--- src/pacs_defs.svh ---
// Constants of the auxiliary control and status register block.
// Assumes inclusion by its bare name from the package and the modules.
`ifndef PACS_DEFS_SVH
`define PACS_DEFS_SVH

// ----------------------------------------------------------------------------
// Register map
// ----------------------------------------------------------------------------
`define PACS_AUX_CS_OFFSET   8'h1C
`define PACS_ADDR_W          8
`define PACS_RESP_OKAY       2'h0
`define PACS_RESP_SLVERR     2'h2

// ----------------------------------------------------------------------------
// Field positions
// ----------------------------------------------------------------------------
`define PACS_BIT_AN_DONE     15
`define PACS_BIT_AN_OFF      14
`define PACS_BIT_XOVER       13
`define PACS_BIT_CD_SWAP     12
`define PACS_BIT_POL_HI      11
`define PACS_BIT_POL_LO      8
`define PACS_BIT_TMO_HI      7
`define PACS_BIT_PS_EN       6
`define PACS_BIT_FDX         5
`define PACS_BIT_SPD_HI      4
`define PACS_BIT_SPD_LO      3
`define PACS_BIT_TMO_LO      2
`define PACS_BIT_MED_HI      1
`define PACS_BIT_MED_LO      0

// ----------------------------------------------------------------------------
// Reset values and codes
// ----------------------------------------------------------------------------
`define PACS_TMO_HI_RST      1'h0
`define PACS_TMO_LO_RST      1'h1
`define PACS_PS_EN_RST       1'h0
`define PACS_TMO_MS_00       2300
`define PACS_TMO_MS_01       3300
`define PACS_TMO_MS_10       4300
`define PACS_TMO_MS_11       5300
`define PACS_SPD_10          2'h0
`define PACS_SPD_100         2'h1
`define PACS_SPD_1000        2'h2
`define PACS_MED_NONE        2'h0
`define PACS_MED_COPPER      2'h1
`define PACS_MED_FIBER       2'h2

`endif

--- src/pacs_pkg.sv ---
// Types of the auxiliary control and status register block.
// Assumes pacs_defs.svh is on the include path.
`include "pacs_defs.svh"

package pacs_pkg;

  // --------------------------------------------------------------------------
  // Status gathered from the PHY cores
  // --------------------------------------------------------------------------
  typedef struct packed {
    logic       an_enable;
    logic       an_complete;
    logic       link_up;
    logic       automatic_media_sense;
    logic       fiber_100_sel;
    logic       xover_done;
    logic       cd_swap;
    logic [3:0] pol_inv;
    logic       full_duplex_flag;
    logic [1:0] speed;
    logic [1:0] media;
    logic       gigabit_copper_mode;
    logic       renegotiate;
  } pacs_status_t;

  // --------------------------------------------------------------------------
  // Sticky controls
  // --------------------------------------------------------------------------
  typedef struct packed {
    logic [1:0] tmo_sel;
    logic       ps_en;
  } pacs_ctrl_t;

  typedef enum logic [2:0] {
    PACS_R_IDLE = 3'b001,
    PACS_R_DATA = 3'b010,
    PACS_R_WAIT = 3'b100
  } pacs_rd_state_t;

endpackage : pacs_pkg

--- src/pacs_xover_hold.sv ---
// Holds the crossover indication stable while a gigabit copper link is up and no renegotiation is signalled.
// Assumes synchronous status inputs and a synchronised active-low reset.
`include "pacs_defs.svh"

module pacs_xover_hold
  import pacs_pkg::*;
(
  // Clock and reset
  input  wire logic clk,
  input  wire logic rst_sync_b,
  // Status
  input  wire logic xover_raw,
  input  wire logic link_up,
  input  wire logic gigabit_copper_mode,
  input  wire logic renegotiate,
  // Indication
  output logic      xover_ind
);

  // --------------------------------------------------------------------------
  // Freeze control
  // --------------------------------------------------------------------------
  // While frozen the latched value stands until the link renegotiates, goes down or leaves gigabit copper mode.
  wire frozen = link_up & gigabit_copper_mode & ~renegotiate;
  wire next_xover_ind = frozen ? xover_ind : xover_raw;

  always_ff @(posedge clk or negedge rst_sync_b) begin
    if (!rst_sync_b) begin
      xover_ind <= 1'b0;
    end else begin
      xover_ind <= next_xover_ind;
    end
  end

  frozen_hold_a: assert property (@(posedge clk) disable iff (!rst_sync_b)
    $past(frozen) |-> xover_ind == $past(xover_ind))
    else $error("Crossover indication changed while frozen.");

  free_track_a: assert property (@(posedge clk) disable iff (!rst_sync_b)
    !frozen |=> xover_ind == $past(xover_raw))
    else $error("Crossover indication did not track.");

endmodule // pacs_xover_hold

--- src/pacs_aux_cs.sv ---
// Auxiliary control and status register, reached over AXI4-Lite.
// Assumes status inputs are synchronous to clk and held by the PHY cores.
`include "pacs_defs.svh"

module pacs_aux_cs
  import pacs_pkg::*;
#(
  parameter int ADDR_W = `PACS_ADDR_W
) (
  // Clock and reset
  input  wire logic              clk,
  input  wire logic              rst_b,
  // AXI4-Lite write address
  input  wire logic              s_axi_awvalid,
  output logic                   s_axi_awready,
  input  wire logic [ADDR_W-1:0] s_axi_awaddr,
  // AXI4-Lite write data
  input  wire logic              s_axi_wvalid,
  output logic                   s_axi_wready,
  input  wire logic [31:0]       s_axi_wdata,
  input  wire logic [3:0]        s_axi_wstrb,
  // AXI4-Lite write response
  output logic                   s_axi_bvalid,
  input  wire logic              s_axi_bready,
  output logic [1:0]             s_axi_bresp,
  // AXI4-Lite read address
  input  wire logic              s_axi_arvalid,
  output logic                   s_axi_arready,
  input  wire logic [ADDR_W-1:0] s_axi_araddr,
  // AXI4-Lite read data
  output logic                   s_axi_rvalid,
  input  wire logic              s_axi_rready,
  output logic [31:0]            s_axi_rdata,
  output logic [1:0]             s_axi_rresp,
  // PHY status
  input  wire pacs_status_t      status,
  // Controls to the power saving logic
  output logic                   ps_enable,
  output logic [1:0]             ps_timeout_sel
);

  if (ADDR_W < 5 || ADDR_W > 32) begin : g_bad_addr_w
    $error("ADDR_W must be 5 to 32.");
  end

  // --------------------------------------------------------------------------
  // Reset synchroniser
  // --------------------------------------------------------------------------
  logic rst_meta_b;
  logic rst_sync_b;

  always_ff @(posedge clk or negedge rst_b) begin
    if (!rst_b) begin
      rst_meta_b <= 1'b0;
      rst_sync_b <= 1'b0;
    end else begin
      rst_meta_b <= 1'b1;
      rst_sync_b <= rst_meta_b;
    end
  end

  // Register byte address at the bus width; only the word index is compared.
  localparam logic [ADDR_W-1:0] REG_ADDR = ADDR_W'(`PACS_AUX_CS_OFFSET);

  function automatic logic hits_reg(input logic [ADDR_W-1:0] a);
    hits_reg = (a[ADDR_W-1:2] == REG_ADDR[ADDR_W-1:2]);
  endfunction

  // --------------------------------------------------------------------------
  // Status composition
  // --------------------------------------------------------------------------
  pacs_ctrl_t ctrl;
  logic       xover_ind;

  pacs_xover_hold u_xover_hold (
    .clk                 (clk),
    .rst_sync_b          (rst_sync_b),
    .xover_raw           (status.xover_done),
    .link_up             (status.link_up),
    .gigabit_copper_mode (status.gigabit_copper_mode),
    .renegotiate         (status.renegotiate),
    .xover_ind           (xover_ind)
  );

  wire       an_done_bit = status.an_enable ? status.an_complete : status.link_up;
  wire       an_off_bit  = ~status.an_enable |
                           (status.automatic_media_sense & status.fiber_100_sel);
  wire [15:0] reg_value  = {an_done_bit,
                            an_off_bit,
                            xover_ind,
                            status.cd_swap,
                            status.pol_inv,
                            ctrl.tmo_sel[1],
                            ctrl.ps_en,
                            status.full_duplex_flag,
                            status.speed,
                            ctrl.tmo_sel[0],
                            status.media};

  // --------------------------------------------------------------------------
  // Write channel
  // --------------------------------------------------------------------------
  logic              aw_held;
  logic              w_held;
  logic [ADDR_W-1:0] aw_addr;
  logic [31:0]       w_data;
  logic [3:0]        w_strb;

  wire aw_take  = s_axi_awvalid & s_axi_awready;
  wire w_take   = s_axi_wvalid & s_axi_wready;
  wire wr_fire  = aw_held & w_held & ~s_axi_bvalid;
  wire wr_hit   = hits_reg(aw_addr);
  wire wr_lo    = wr_fire & wr_hit & w_strb[0];

  pacs_ctrl_t next_ctrl;
  assign next_ctrl.tmo_sel = wr_lo ? {w_data[`PACS_BIT_TMO_HI], w_data[`PACS_BIT_TMO_LO]}
                                   : ctrl.tmo_sel;
  assign next_ctrl.ps_en   = wr_lo ? w_data[`PACS_BIT_PS_EN] : ctrl.ps_en;

  always_ff @(posedge clk or negedge rst_sync_b) begin
    if (!rst_sync_b) begin
      ctrl <= '{tmo_sel: {`PACS_TMO_HI_RST, `PACS_TMO_LO_RST}, ps_en: `PACS_PS_EN_RST};
    end else begin
      ctrl <= next_ctrl;
    end
  end

  always_ff @(posedge clk or negedge rst_sync_b) begin
    if (!rst_sync_b) begin
      aw_held       <= 1'b0;
      w_held        <= 1'b0;
      aw_addr       <= '0;
      w_data        <= '0;
      w_strb        <= '0;
      s_axi_awready <= 1'b0;
      s_axi_wready  <= 1'b0;
      s_axi_bvalid  <= 1'b0;
      s_axi_bresp   <= `PACS_RESP_OKAY;
    end else begin
      s_axi_awready <= ~aw_held & ~aw_take & ~s_axi_bvalid;
      s_axi_wready  <= ~w_held & ~w_take & ~s_axi_bvalid;
      if (aw_take) begin
        aw_held <= 1'b1;
        aw_addr <= s_axi_awaddr;
      end
      if (w_take) begin
        w_held <= 1'b1;
        w_data <= s_axi_wdata;
        w_strb <= s_axi_wstrb;
      end
      if (wr_fire) begin
        s_axi_bvalid <= 1'b1;
        s_axi_bresp  <= wr_hit ? `PACS_RESP_OKAY : `PACS_RESP_SLVERR;
      end else if (s_axi_bvalid && s_axi_bready) begin
        s_axi_bvalid <= 1'b0;
        aw_held      <= 1'b0;
        w_held       <= 1'b0;
      end
    end
  end

  // --------------------------------------------------------------------------
  // Read channel
  // --------------------------------------------------------------------------
  pacs_rd_state_t rd_state;
  pacs_rd_state_t next_rd_state;

  wire ar_take = s_axi_arvalid & s_axi_arready;

  // The wait state leaves one quiet cycle after each read answer before arready rises again.
  always_comb begin
    case (rd_state)
      PACS_R_IDLE: next_rd_state = ar_take ? PACS_R_DATA : PACS_R_IDLE;
      PACS_R_DATA: next_rd_state = (s_axi_rvalid & s_axi_rready) ? PACS_R_WAIT : PACS_R_DATA;
      PACS_R_WAIT: next_rd_state = PACS_R_IDLE;
      default:     next_rd_state = PACS_R_IDLE;
    endcase
  end

  // Reads only sample the register value; nothing is cleared by them.
  always_ff @(posedge clk or negedge rst_sync_b) begin
    if (!rst_sync_b) begin
      rd_state      <= PACS_R_IDLE;
      s_axi_arready <= 1'b0;
      s_axi_rvalid  <= 1'b0;
      s_axi_rdata   <= '0;
      s_axi_rresp   <= `PACS_RESP_OKAY;
    end else begin
      rd_state      <= next_rd_state;
      s_axi_arready <= (next_rd_state == PACS_R_IDLE) & ~ar_take;
      if (ar_take) begin
        s_axi_rvalid <= 1'b1;
        s_axi_rdata  <= hits_reg(s_axi_araddr) ? {16'h0000, reg_value} : 32'h0000_0000;
        s_axi_rresp  <= hits_reg(s_axi_araddr) ? `PACS_RESP_OKAY : `PACS_RESP_SLVERR;
      end else if (s_axi_rvalid && s_axi_rready) begin
        s_axi_rvalid <= 1'b0;
      end
    end
  end

  // --------------------------------------------------------------------------
  // Control outputs
  // --------------------------------------------------------------------------
  always_ff @(posedge clk or negedge rst_sync_b) begin
    if (!rst_sync_b) begin
      ps_enable      <= `PACS_PS_EN_RST;
      ps_timeout_sel <= {`PACS_TMO_HI_RST, `PACS_TMO_LO_RST};
    end else begin
      ps_enable      <= next_ctrl.ps_en;
      ps_timeout_sel <= next_ctrl.tmo_sel;
    end
  end

  // --------------------------------------------------------------------------
  // Checks
  // --------------------------------------------------------------------------
  an_done_read_a: assert property (@(posedge clk) disable iff (!rst_sync_b)
    ar_take && hits_reg(s_axi_araddr) |=>
      s_axi_rdata[15] == ($past(status.an_enable) ? $past(status.an_complete) : $past(status.link_up)))
    else $error("Bit 15 read wrong.");

  an_off_read_a: assert property (@(posedge clk) disable iff (!rst_sync_b)
    ar_take && hits_reg(s_axi_araddr) && !status.an_enable |=> s_axi_rdata[14])
    else $error("Bit 14 not set with autonegotiation off.");

  status_read_a: assert property (@(posedge clk) disable iff (!rst_sync_b)
    ar_take && hits_reg(s_axi_araddr) |=>
      s_axi_rdata[12:8] == {$past(status.cd_swap), $past(status.pol_inv)})
    else $error("Pair status read wrong.");

  speed_media_a: assert property (@(posedge clk) disable iff (!rst_sync_b)
    ar_take && hits_reg(s_axi_araddr) |=>
      s_axi_rdata[4:0] == {$past(status.speed), $past(ctrl.tmo_sel[0]), $past(status.media)})
    else $error("Speed or media read wrong.");

  tmo_write_a: assert property (@(posedge clk) disable iff (!rst_sync_b)
    wr_lo |=> ps_timeout_sel == {$past(w_data[7]), $past(w_data[2])} && s_axi_bvalid)
    else $error("Timeout write not applied.");

  tmo_reset_a: assert property (@(posedge clk)
    $rose(rst_sync_b) |-> ps_timeout_sel == 2'h1 && !ps_enable)
    else $error("Control reset value wrong.");

  ctrl_hold_a: assert property (@(posedge clk) disable iff (!rst_sync_b)
    !wr_lo |=> ps_enable == $past(ps_enable) && ps_timeout_sel == $past(ps_timeout_sel))
    else $error("Control changed without a write.");

  read_answer_a: assert property (@(posedge clk) disable iff (!rst_sync_b)
    ar_take |=> s_axi_rvalid)
    else $error("Read not answered next cycle.");

  write_answer_a: assert property (@(posedge clk) disable iff (!rst_sync_b)
    wr_fire |=> s_axi_bvalid)
    else $error("Write not answered next cycle.");

  xover_read_a: assert property (@(posedge clk) disable iff (!rst_sync_b)
    ar_take && hits_reg(s_axi_araddr) |=> s_axi_rdata[13] == $past(xover_ind))
    else $error("Bit 13 read wrong.");

  cd_swap_read_a: assert property (@(posedge clk) disable iff (!rst_sync_b)
    ar_take && hits_reg(s_axi_araddr) |=> s_axi_rdata[12] == $past(status.cd_swap))
    else $error("Bit 12 read wrong.");

  media_read_a: assert property (@(posedge clk) disable iff (!rst_sync_b)
    ar_take && hits_reg(s_axi_araddr) |=> s_axi_rdata[1:0] == $past(status.media))
    else $error("Media bits read wrong.");

  duplex_read_a: assert property (@(posedge clk) disable iff (!rst_sync_b)
    ar_take && hits_reg(s_axi_araddr) |=> s_axi_rdata[6:5] == {$past(ctrl.ps_en), $past(status.full_duplex_flag)})
    else $error("Bits 6 and 5 read wrong.");

  tmo_read_a: assert property (@(posedge clk) disable iff (!rst_sync_b)
    ar_take && hits_reg(s_axi_araddr) |=> {s_axi_rdata[7], s_axi_rdata[2]} == $past(ctrl.tmo_sel))
    else $error("Timeout bits read wrong.");

  upper_zero_a: assert property (@(posedge clk) disable iff (!rst_sync_b)
    ar_take |=> s_axi_rdata[31:16] == 16'h0000)
    else $error("Upper read half not zero.");

  ar_refuse_a: assert property (@(posedge clk) disable iff (!rst_sync_b)
    s_axi_rvalid |-> !s_axi_arready)
    else $error("Read address accepted while a read is open.");

  wr_refuse_a: assert property (@(posedge clk) disable iff (!rst_sync_b)
    s_axi_bvalid |-> !s_axi_awready && !s_axi_wready)
    else $error("Write accepted while a response is open.");

  cov_write_c: cover property (@(posedge clk) disable iff (!rst_sync_b) wr_lo);
  cov_read_c: cover property (@(posedge clk) disable iff (!rst_sync_b) ar_take ##1 s_axi_rvalid);
  cov_unmapped_c: cover property (@(posedge clk) disable iff (!rst_sync_b)
    s_axi_bvalid && s_axi_bresp == `PACS_RESP_SLVERR);
  cov_freeze_c: cover property (@(posedge clk) disable iff (!rst_sync_b)
    status.link_up && status.gigabit_copper_mode && $changed(status.xover_done));

endmodule // pacs_aux_cs

--- config.mk ---
export PLATFORM = sky130hd
export DESIGN_NAME = pacs_aux_cs
export DESIGN_NICKNAME = d
export VERILOG_FILES = /design/src/pacs_pkg.sv /design/src/pacs_xover_hold.sv /design/src/pacs_aux_cs.sv
export VERILOG_INCLUDE_DIRS = /design/src
export SDC_FILE = /design/constraint.sdc
export NUM_CORES = 1
export LEC_CHECK = 0
export ABC_CLOCK_PERIOD_IN_PS = 2800
export BUFFER_PORTS_ARGS = -buffer_cell sky130_fd_sc_hd__buf_2
export CAP_MARGIN = 5
export CORE_ASPECT_RATIO = 0.9
export CORE_MARGIN = 2
export CORE_UTILIZATION = 44
export DETAILED_ROUTE_END_ITERATION = 10
export GPL_ROUTABILITY_DRIVEN = 0
export PLACE_DENSITY = 0.84
export SKIP_LAST_GASP = 1
export SYNTH_ARGS = -nofsm -noshare
export SYNTH_HDL_FRONTEND = slang
export SYNTH_SLANG_ARGS = --single-unit
--- constraint.sdc ---
create_clock -name clk -period 2.8 [get_ports clk]
set_input_delay 0.28 -clock clk [delete_from_list [all_inputs] [get_ports clk]]
set_output_delay 0.28 -clock clk [all_outputs]
set_load 0.03 [all_outputs]
==> results.yml, run 1 <==
drt:
  vias_per_cell: 4.86
  final_antenna_net_count: 0
  wl_um: 3170
  drc: 0
  vias: 1235
  wl_per_cell_um: 12.5
  drtIter0Drc: 44
  firstDrtPassIters: 4
critical_path:
  cp_top_family: "simple AND/OR/NAND/NOR gates"
  crit_type: "reg -> reg"
  r2r_end: "ps_enable$_DFFE_PN0P_"
  worstReg2RegStart: "aw_addr[5]$_DFFE_PN0P_"
  worstPathArrival_ns: 1.67
  end_kind: "flop"
  worst_ep_required_time_ns: 2.99
  r2r_cells: 3
  slowest_delay_ns: 0.40
  cp_cell_sequence: "nand4b_1 > nor4_2 > mux2_2"
  startpoint: "aw_addr[5]$_DFFE_PN0P_"
  rrSetupSlack_ns: 1.32
  cp_slowest_cell: "nor4_2"
  critPathLaunchType: "flop"
  crit_path_max_fanout: 3
  cp.buffers_inverters: 0
clock_network:
  cts_tree: "yes"
  cts.sinks: 44
  path_clk_slew_ns: 0.08
  post_cts_buffers: 0
  clk_latency_ns: 0.30
  htreeDepth: 2
  clockBufferDepth: 2
  cts_buffers: 5
  clockRootBuffer: "clkbuf_8"
yosys:
  yosysUniqueCellTypes: 25
  netlist_area_um2: 1810
  synthTopCellsByArea: "dfrtp_1 58%, mux2_2 9.3%, buf_4 7.5%"
  yosysMostFrequentCell: "dfrtp_1"
  yosysWarnings: 0
  synth-edff-count: 0
  yosysSeqAreaShare_pct: 61.0
  yosys_most_used_dff: "dfrtp_1"
  yosys.area.top_type: "dfrtp_1"
  synth_common_cells: "42 x dfrtp_1, 18 x buf_4, 15 x mux2_2"
  synth_cells: 133
  syn_area_per_cell_um2: 13.6
  yosysTopAreaCellShare_pct: 58.1
  ys_seq_elements: 44
  synthArstFlopShare_pct: 100
timing:
  fin_crit_sh_pct: 52.9
  max_slew.worst_pin.slew_ns: 0.851
  drv_slew: 0
  hold_viol_final: 0
  setup_slack_ns: 1.32
  finalSetupTns_ns: 0
  fin_crit_ns: 1.48
  finalSetupViolCount: 0
  rsz0062_at_grt: "no"
  slew_headroom_pct: 43.3
  fmax_mhz: 675
  skew_ns: 0.0114
grt:
  first_global_vias: 1231
  grt_util_met2_pct: 24.7
  grt_max_degree: 43
  use_met3_pct: 4.51
  overflow: 0
  track_usage_pct: 14.5
  antenna_found_initial: 0
  top_usage_layer: "met2"
  grtUsageMet1_pct: 16.8
  grt_pass1_wl_um: 5210
pwr:
  leakagePower_uw: 0.00118
  p_sw_uw: 583
  switching_share_pct: 31.4
  p_int_uw: 1280
  vdd_drop_max_v: 0.000601
  power_density_nw_per_um2: 825
  clkPwrFrac_pct: 26.8
  seqPwrFrac_pct: 49.1
  comb_power_share_pct: 24.1
die:
  ios: 121
  die_w_um: 71.6
  dieArea_um2: 4640
  dieHeight_um: 64.9
  rows: 22
  initial_core_util_pct: 45.0
  core_area_um2: 4020
worst_hold_path:
  min_to: "aw_held$_DFF_PN0_"
  holdPathStages: 2
  hp-start: "s_axi_bready"
  hold_path_class: "in -> reg"
cells_and_area:
  n_antenna_cell: 0
  drive_gt1_share_pct: 51.0
  nets: 282
  fillerInstances: 355
  area_growth_pct: 24.5
placement:
  port_buffers: 66
  place_ws_ns: 1.29
  hpwl_um: 2370
outcome:
  outcome: "completed"
job:
  cap_violations: 0
## power by group through the flow
stage	combinational (uW)	sequential, uW	clock, uW
after CTS	454	914	516
after floorplan	260	993	0
after detailed placement	454	925	0
final	448	912	499
after global placement	440	914	0
after global routing	489	936	540
## how the worst max path moves through the flow
stage,endpoint,cells past startpoint
6_report,ps_enable$_DFFE_PN0P_,3
2_1_floorplan,s_axi_rdata[0]$_DFFE_PN0N_,4
5_1_grt,ps_enable$_DFFE_PN0P_,3
3_3_place_gp,ps_timeout_sel[1]$_DFFE_PN0P_,3
4_1_cts,ps_timeout_sel[1]$_DFFE_PN0P_,3
3_5_place_dp,ps_timeout_sel[1]$_DFFE_PN0P_,3
## routing by layer
metal | share of wire (%) | vias up | routed length [um]
met5 | 0 | - | 0
met4 | 1.8 | 0 | 56
met3 | 7.8 | 7 | 248
met2 | 48 | 55 | 1510
met1 | 43 | 597 | 1360
li1 | - | 576 | -
## sequential cells by signal (all words and copies together), names as in the netlist, 2 cells and up
name,count
aw_addr,6
s_axi_rdata,16
w_data,3
ps_timeout_sel,2
rd_state,3
## metrics by stage
step | hold WS (ns) | total power, uW | area (um^2) | instances | util [%]
global route | 0.183 | 1960 | 2250 | 254 | 56.1
finish | 0.178 | 1860 | 2250 | 254 | 56.1
CTS | 0.165 | 1880 | 2250 | 254 | 56.1
global placement | 0.0656 | 1350 | 2120 | 245 | 52.8
floorplan | -0.0156 | 1250 | 1870 | 150 | -
detailed placement | 0.0682 | 1380 | 2120 | 245 | 52.8
## cell type report
| cell class | count | area (um^2) | area share [%] |
|---|---|---|---|
| repair buffers | 68 | 348 | 15.4 |
| clock inverters | 2 | 38.8 | 1.72 |
| well taps | 48 | 60.1 | 2.66 |
| clock buffers | 6 | 82.6 | 3.66 |
| multi-input cells | 84 | 613 | 27.2 |
| flip-flops and latches | 44 | 1100 | 49.0 |
| inverters | 2 | 7.51 | 0.333 |
## cell families (layout without fill, tap and decap cells)
| kind of cell | count (synthesis) | count (layout) | share of synthesized area [%] |
|---|---|---|---|
| buffers and inverters | 22 | 78 | 8.71 |
| other | 2 | 19 | 0.415 |
| multiplexers | 15 | 15 | 9.33 |
| AND/OR/NAND/NOR | 23 | 23 | 8.92 |
| flip-flops | 44 | 44 | 61.0 |
| AO/OA/AOI/OAI | 27 | 27 | 11.7 |
## placed cells by master (no fill, tap or decap), drive strengths merged, types with 2 or more instances in the layout
master  count
nand2b      2
buf        67
and2        2
conb       19
o21ai       3
nor2        2
dfrtp      42
a22o       16
inv         2
nand4b      3
clkbuf      6
mux2       15
nor3        2
dfstp       2
nand2       8
a21oi       6
## timing repair
item / in CTS / in global routing
gates resized for setup: 0 / 0
endpoints found under the hold margin: 2 / 0
hold buffers: 1 / 0
Note: power is estimated with default switching activity, not from simulation.
==> run 2: changes to the inputs <==
--- a/config.mk
+++ b/config.mk
@@ -6,15 +6,16 @@
 export SDC_FILE = /design/constraint.sdc
 export NUM_CORES = 1
 export LEC_CHECK = 0
-export ABC_CLOCK_PERIOD_IN_PS = 2800
+export ABC_AREA = 1
+export ABC_CLOCK_PERIOD_IN_PS = 1500
 export BUFFER_PORTS_ARGS = -buffer_cell sky130_fd_sc_hd__buf_2
 export CAP_MARGIN = 5
 export CORE_ASPECT_RATIO = 0.9
 export CORE_MARGIN = 2
-export CORE_UTILIZATION = 44
+export CORE_UTILIZATION = 42
 export DETAILED_ROUTE_END_ITERATION = 10
 export GPL_ROUTABILITY_DRIVEN = 0
-export PLACE_DENSITY = 0.84
+export PLACE_DENSITY = 0.79
 export SKIP_LAST_GASP = 1
 export SYNTH_ARGS = -nofsm -noshare
 export SYNTH_HDL_FRONTEND = slang
==> constraint.sdc (replaced) <==
create_clock -name clk -period 1.5 [get_ports clk]
set_input_delay 0.15 -clock clk [delete_from_list [all_inputs] [get_ports clk]]
set_output_delay 0.15 -clock clk [all_outputs]
set_load 0.03 [all_outputs]
==> run 2 against run 1 <==
  * Non-clock buffer count grew 3
  * Via count grew 26%
  * Setup slack worse by 1.0 ns
  * Area after synthesis grew 5.5%
  * Cell count up 38%
  * Synthesized cell count increased by 61%
  * Sequential share of layout area decreased by 1.9 points
  * Critical path depth fell by 2
  * Clock power is 49% higher
  * Clock-buffer cell count up 2
  * Critical path type is now reg -> out
  * First-iteration DRC count grew 41%
==> results.yml, run 2 <==
placement:
  post_dp_cell_area_um2: 2250
  place_ws_ns: 0.347
  port_buffers: 66
  hpwl_um: 3010
grt:
  antenna_found_initial: 0
  overflow: 0
  grt_pass1_wl_um: 6090
  first_global_vias: 1375
  track_usage_pct: 16.2
  grt_max_degree: 20
drt:
  wl_per_cell_um: 11.4
  drc: 0
  final_antenna_net_count: 0
  drtIter0Drc: 62
  wl_um: 3980
  vias_per_cell: 4.45
  firstDrtPassIters: 4
  vias: 1557
yosys:
  syn_area_per_cell_um2: 8.93
  ys_seq_elements: 44
  yosys_most_used_dff: "dfrtp_1"
  yosysWarnings: 0
  yosysMostFrequentCell: "nand2_1"
  synth-edff-count: 0
  netlist_area_um2: 1910
  yosys.area.top_type: "dfrtp_1"
  synthArstFlopShare_pct: 100
  synth_cells: 214
  yosysUniqueCellTypes: 23
  synth_common_cells: "76 x nand2_1, 42 x dfrtp_1, 21 x nand3_1"
  yosysSeqAreaShare_pct: 57.8
  synthTopCellsByArea: "dfrtp_1 55%, nand2_1 15%, buf_4 7.9%"
  yosysTopAreaCellShare_pct: 55.0
die:
  ios: 121
  dieArea_um2: 5110
  rows: 23
  initial_core_util_pct: 43.4
  core_area_um2: 4400
  die_w_um: 75.1
  dieHeight_um: 68.0
clock_network:
  path_clk_slew_ns: 0.07
  clk_latency_ns: 0.29
  cts_resized: 0
  cts_tree: "yes"
  htreeDepth: 2
  cts_buffers: 5
  clockRootBuffer: "clkbuf_8"
  cts.sinks: 44
  clockBufferDepth: 2
timing:
  hold_viol_final: 0
  skew_ns: 0.00498
  fmax_mhz: 846
  rsz0062_at_grt: "no"
  fin_crit_ns: 1.18
  finalSetupViolCount: 0
  finalSetupTns_ns: 0
  setup_slack_ns: 0.318
  fin_crit_sh_pct: 78.8
  drv_slew: 0
cells_and_area:
  final_area_um2: 2350
  utilization_pct: 53.3
  final_common_cell: "nand2_1"
  final_cell_mix: "76 x nand2_1, 66 x buf_2, 41 x dfrtp_1, 21 x nand3_1, 19 x conb_1"
  largest_reg_flops: 16
  regMostFlops: "s_axi_rdata"
  area_growth_pct: 22.9
  largestRegisters: "s_axi_rdata: 16 flops, aw_addr: 6 flops"
  n_antenna_cell: 0
  nets: 364
  drive_gt1_share_pct: 29.5
job:
  cap_violations: 0
critical_path:
  end_kind: "output pin"
  crit_path_max_fanout: 3
  slowest_delay_ns: 0.54
  cp.buffers_inverters: 1
  critPathLaunchType: "flop"
  cp_cell_sequence: "buf_2"
  cp_slowest_cell: "dfstp_2"
  worst_ep_required_time_ns: 1.35
  cp_top_family: "flip-flops"
  worstPathArrival_ns: 1.03
  crit_type: "reg -> out"
worst_hold_path:
  hold_path_class: "in -> reg"
pwr:
  power_density_nw_per_um2: 1360
  vdd_drop_max_v: 0.000705
  leakagePower_uw: 0.00138
outcome:
  outcome: "completed"
## run 2: changes by cell type in the layout (fill, tap and decap cells not counted), moves of 3 or more
cell      before  now
nand3_1        0   21
mux2_2        15    0
a21oi_1        6    2
a22o_2         9    0
o21ai_0        3    6
nor2_1         2    9
buf_4          1    4
nand4b_1       3    0
inv_1          2   18
nand2_1        7   76
a22o_1         7    0
## run 2: path summary, 6_finish.rpt
check / startpoint / endpoint / slack [ns] / cells after the start
max: ps_timeout_sel[0]$_DFFE_PN1P_ / ps_timeout_sel[0] / 0.32 / 1
min: s_axi_wdata[2] / w_data[2]$_DFFE_PN0P_ / 0.05 / 3
max reg2reg: s_axi_awready$_DFF_PN0_ / aw_held$_DFF_PN0_ / 0.33 / 4
min reg2reg: rst_sync_b$_DFF_PN0_ / s_axi_rdata[1]$_DFFE_PN0N_ / 0.19 / 0
max in group asynchronous: rst_sync_b$_DFF_PN0_ / s_axi_rdata[2]$_DFFE_PN0N_ / 0.78 / 1
min in group asynchronous: rst_b / rst_meta_b$_DFF_PN0_ / 0.16 / 2
## run 2: cell type report
cell class	instances	area, um^2
Timing Repair Buffer	71	370
Tap cell	62	77.6
Clock buffer	8	90.1
Fill cell	462	2060
Multi-Input combinational cell	146	633
Sequential cell	44	1100
Inverter	19	71.3
## run 2: cell families after synthesis
kind of cell | share of synthesized area (%)
AOI/OAI and AO/OA | 3.08
buffers and inverters | 12.4
DFF | 57.8
other | 0.393
and+or+nand+nor | 26.3
## run 2: stage by stage
step	std cells	total power (uW)	hold slack, ns
after floorplan	231	2250	-0.146
after global placement	341	2440	-0.0630
after detailed placement	341	2480	-0.0603
after CTS	350	3240	0.0462
after global routing	350	3400	0.0491
final	350	3200	0.0526
## run 2: per-layer routing
layer,global-route usage (%),vias to the layer above,part of all wire (%)
met4,6.70,0,1.6
met3,3.24,5,5.7
met2,27.6,58,50
met5,0,-,0
li1,-,768,-
met1,20.0,726,43
## run 2: power by group
group,internal (uW),total (uW),switching (uW)
Clock,376,742,366
Combinational,262,836,573
Sequential,1450,1620,168
Total,2090,3200,1110
## run 2: timing repair
action | in CTS | in global routing
buffers inserted | 0 | 0
hold buffers | 1 | 0
hold endpoints to repair | 2 | 0
==> run 3: changes to the inputs <==
--- a/config.mk
+++ b/config.mk
@@ -6,16 +6,16 @@
 export SDC_FILE = /design/constraint.sdc
 export NUM_CORES = 1
 export LEC_CHECK = 0
-export ABC_AREA = 1
-export ABC_CLOCK_PERIOD_IN_PS = 1500
+export ABC_AREA = 0
+export ABC_CLOCK_PERIOD_IN_PS = 970
 export BUFFER_PORTS_ARGS = -buffer_cell sky130_fd_sc_hd__buf_2
 export CAP_MARGIN = 5
 export CORE_ASPECT_RATIO = 0.9
 export CORE_MARGIN = 2
-export CORE_UTILIZATION = 42
+export CORE_UTILIZATION = 37
 export DETAILED_ROUTE_END_ITERATION = 10
 export GPL_ROUTABILITY_DRIVEN = 0
-export PLACE_DENSITY = 0.79
+export PLACE_DENSITY = 0.75
 export SKIP_LAST_GASP = 1
 export SYNTH_ARGS = -nofsm -noshare
 export SYNTH_HDL_FRONTEND = slang
==> constraint.sdc (replaced) <==
create_clock -name clk -period 0.97 [get_ports clk]
set_input_delay 0.097 -clock clk [delete_from_list [all_inputs] [get_ports clk]]
set_output_delay 0.097 -clock clk [all_outputs]
set_load 0.03 [all_outputs]
==> run 3 against run 2 <==
  * Final area increased by 23%
  * Die area increased by 7.1%
  * Clock-buffer cell count is 2 lower
  * Combinational power increased to 2.8 times the previous value
  * Global-route usage fell by 0.84 points
  * Clock power grew 85%
  * The run now ends with setup timing left
  * Clock skew up 0.0039 ns
  * Sequential share of layout area down 8.7 points
  * Critical path depth grew 3
  * Critical path type is now reg -> reg
==> results.yml, run 3 (synthesis gave the netlist of run 1 again) <==
clock_network:
  cts_tree: "yes"
  path_clk_slew_ns: 0.08
  htreeDepth: 2
  cts_buffers: 5
  clk_latency_ns: 0.30
  clockBufferDepth: 2
  cts.sinks: 44
  clockRootBuffer: "clkbuf_8"
die:
  die_w_um: 77.7
  core_area_um2: 4770
  initial_core_util_pct: 37.9
  rows: 24
  dieArea_um2: 5470
  dieHeight_um: 70.4
  ios: 121
critical_path:
  critPathLaunchType: "flop"
  end_kind: "flop"
  worst_ep_required_time_ns: 1.16
  worstPathArrival_ns: 1.58
  crit_type: "reg -> reg"
  crit_path_max_fanout: 3
placement:
  placed_cells: 274
  port_buffers: 66
  hpwl_um: 2660
  post_dp_cell_area_um2: 2300
grt:
  grt_pass1_wl_um: 6460
  grt_max_degree: 43
  first_global_vias: 1355
  overflow: 0
  antenna_found_initial: 0
  track_usage_pct: 15.3
timing:
  fin_crit_sh_pct: 144
  drv_slew: 0
  skew_ns: 0.00891
  hold_viol_final: 0
  rsz0062_at_grt: "yes"
  whs_ns: 0.0137
  fmax_mhz: 718
  fin_crit_ns: 1.39
  setup_slack_ns: -0.423
  finalSetupViolCount: 35
  finalSetupTns_ns: -6.31
cells_and_area:
  drive_gt1_share_pct: 61.0
  multi_input_area_um2: 758
  final_common_cell: "buf_2"
  n_antenna_cell: 0
  area_growth_pct: 59.8
  fin_cells: 306
  final_area_um2: 2890
  regMostFlops: "s_axi_rdata"
  largest_reg_flops: 16
  fillerInstances: 385
  largestRegisters: "s_axi_rdata: 16 flops, aw_addr: 6 flops"
  nets: 317
  seq_area_um2: 1110
  final_cell_mix: "42 x buf_2, 37 x dfrtp_1, 29 x buf_4, 25 x buf_6, 19 x conb_1"
job:
  cap_violations: 0
outcome:
  violations: "setup timing"
  outcome: "finished with violations"
pwr:
  seqPwrFrac_pct: 41.8
  clkPwrFrac_pct: 21.7
  p_sw_uw: 1950
  p_int_uw: 4370
  leakagePower_uw: 0.00153
  vdd_drop_max_v: 0.00130
  switching_share_pct: 30.8
  comb_power_share_pct: 36.5
  power_density_nw_per_um2: 2180
worst_hold_path:
  hold_path_class: "in -> reg"
drt:
  vias_per_cell: 4.54
  drtIter0Drc: 43
  firstDrtPassIters: 4
  wl_um: 4100
  drc: 0
  wl_per_cell_um: 13.4
  final_antenna_net_count: 0
  vias: 1388
==> run 3: changes by cell type in the layout (fill, tap and decap cells not counted), moves of 6 or more <==
cell,delta
nand2_1,-71
buf_4,+25
buf_6,+25
buf_2,-24
nand3_1,-21
inv_1,-16
mux2_4,+12
a22o_4,+9
nor2_1,-8
a22o_1,+7
o21ai_0,-6
==> run 3: layout make-up <==
cell class                 instances  area share, %
clock inverter                     2           1.21
tap                               65           2.81
clock buffer                       6           2.51
inverter                           2          0.259
sequential                        44           38.3
multi-input combinational         84           26.2
timing repair buffer             103           28.7
==> run 3: critical path, cell delays in order, from the launching register on <==
cell and delay (ns):
dfrtp_2 0.41, nand4b_1 0.19, nor4_2 0.22, buf_4 0.17, mux2_4 0.29
==> run 3: power by group through the flow <==
stage	registers, uW	clock network [uW]	logic [uW]
2_1_floorplan	2910	0	931
4_1_cts	2620	1400	2120
3_3_place_gp	2600	0	1780
3_5_place_dp	2640	0	1800
5_1_grt	2700	1490	2480
6_report	2640	1370	2310
==> run 3: through the flow <==
| step | worst slack, ns | power [uW] | util (%) |
|---|---|---|---|
| 5_1_grt | -0.521 | 6670 | 60.6 |
| 3_3_place_gp | -0.434 | 4380 | 48.3 |
| 3_5_place_dp | -0.455 | 4440 | 48.3 |
| 2_1_floorplan | -0.447 | 3840 | - |
| 4_1_cts | -0.444 | 6140 | 55.1 |
| 6_report | -0.423 | 6320 | 60.6 |
==> run 3: metal layers <==
metal	up-vias	part of all wire, %	track usage [%]
met5	-	0	0
met4	0	1.8	7.14
met1	678	43	20.1
li1	653	-	-
met2	50	49	23.9
met3	7	6.2	3.88
==> run 3: final timing paths <==
check / cells after the start / startpoint / slack, ns / endpoint
setup / recovery: 4 / s_axi_bvalid$_DFFE_PN0P_ / -0.42 / ps_enable$_DFFE_PN0P_
hold / removal: 2 / status[3] / 0.01 / s_axi_rdata[1]$_DFFE_PN0N_
setup reg to reg: 4 / s_axi_bvalid$_DFFE_PN0P_ / -0.42 / ps_enable$_DFFE_PN0P_
hold reg to reg: 1 / rst_sync_b$_DFF_PN0_ / 0.23 / s_axi_rdata[9]$_DFFE_PN0N_
max in group asynchronous: 1 / rst_sync_b$_DFF_PN0_ / 0.48 / ps_timeout_sel[0]$_DFFE_PN1P_
min in group asynchronous: 2 / rst_b / 0.13 / rst_sync_b$_DFF_PN0_
==> run 3: what timing repair did <==
item,4_1_cts,5_1_grt
resized for setup,33,52
pin swaps,8,7
hold endpoints to repair,6,0
gates cloned,1,2
hold buffers,3,0
setup buffers,7,13
endpoints found under the setup margin,39,59
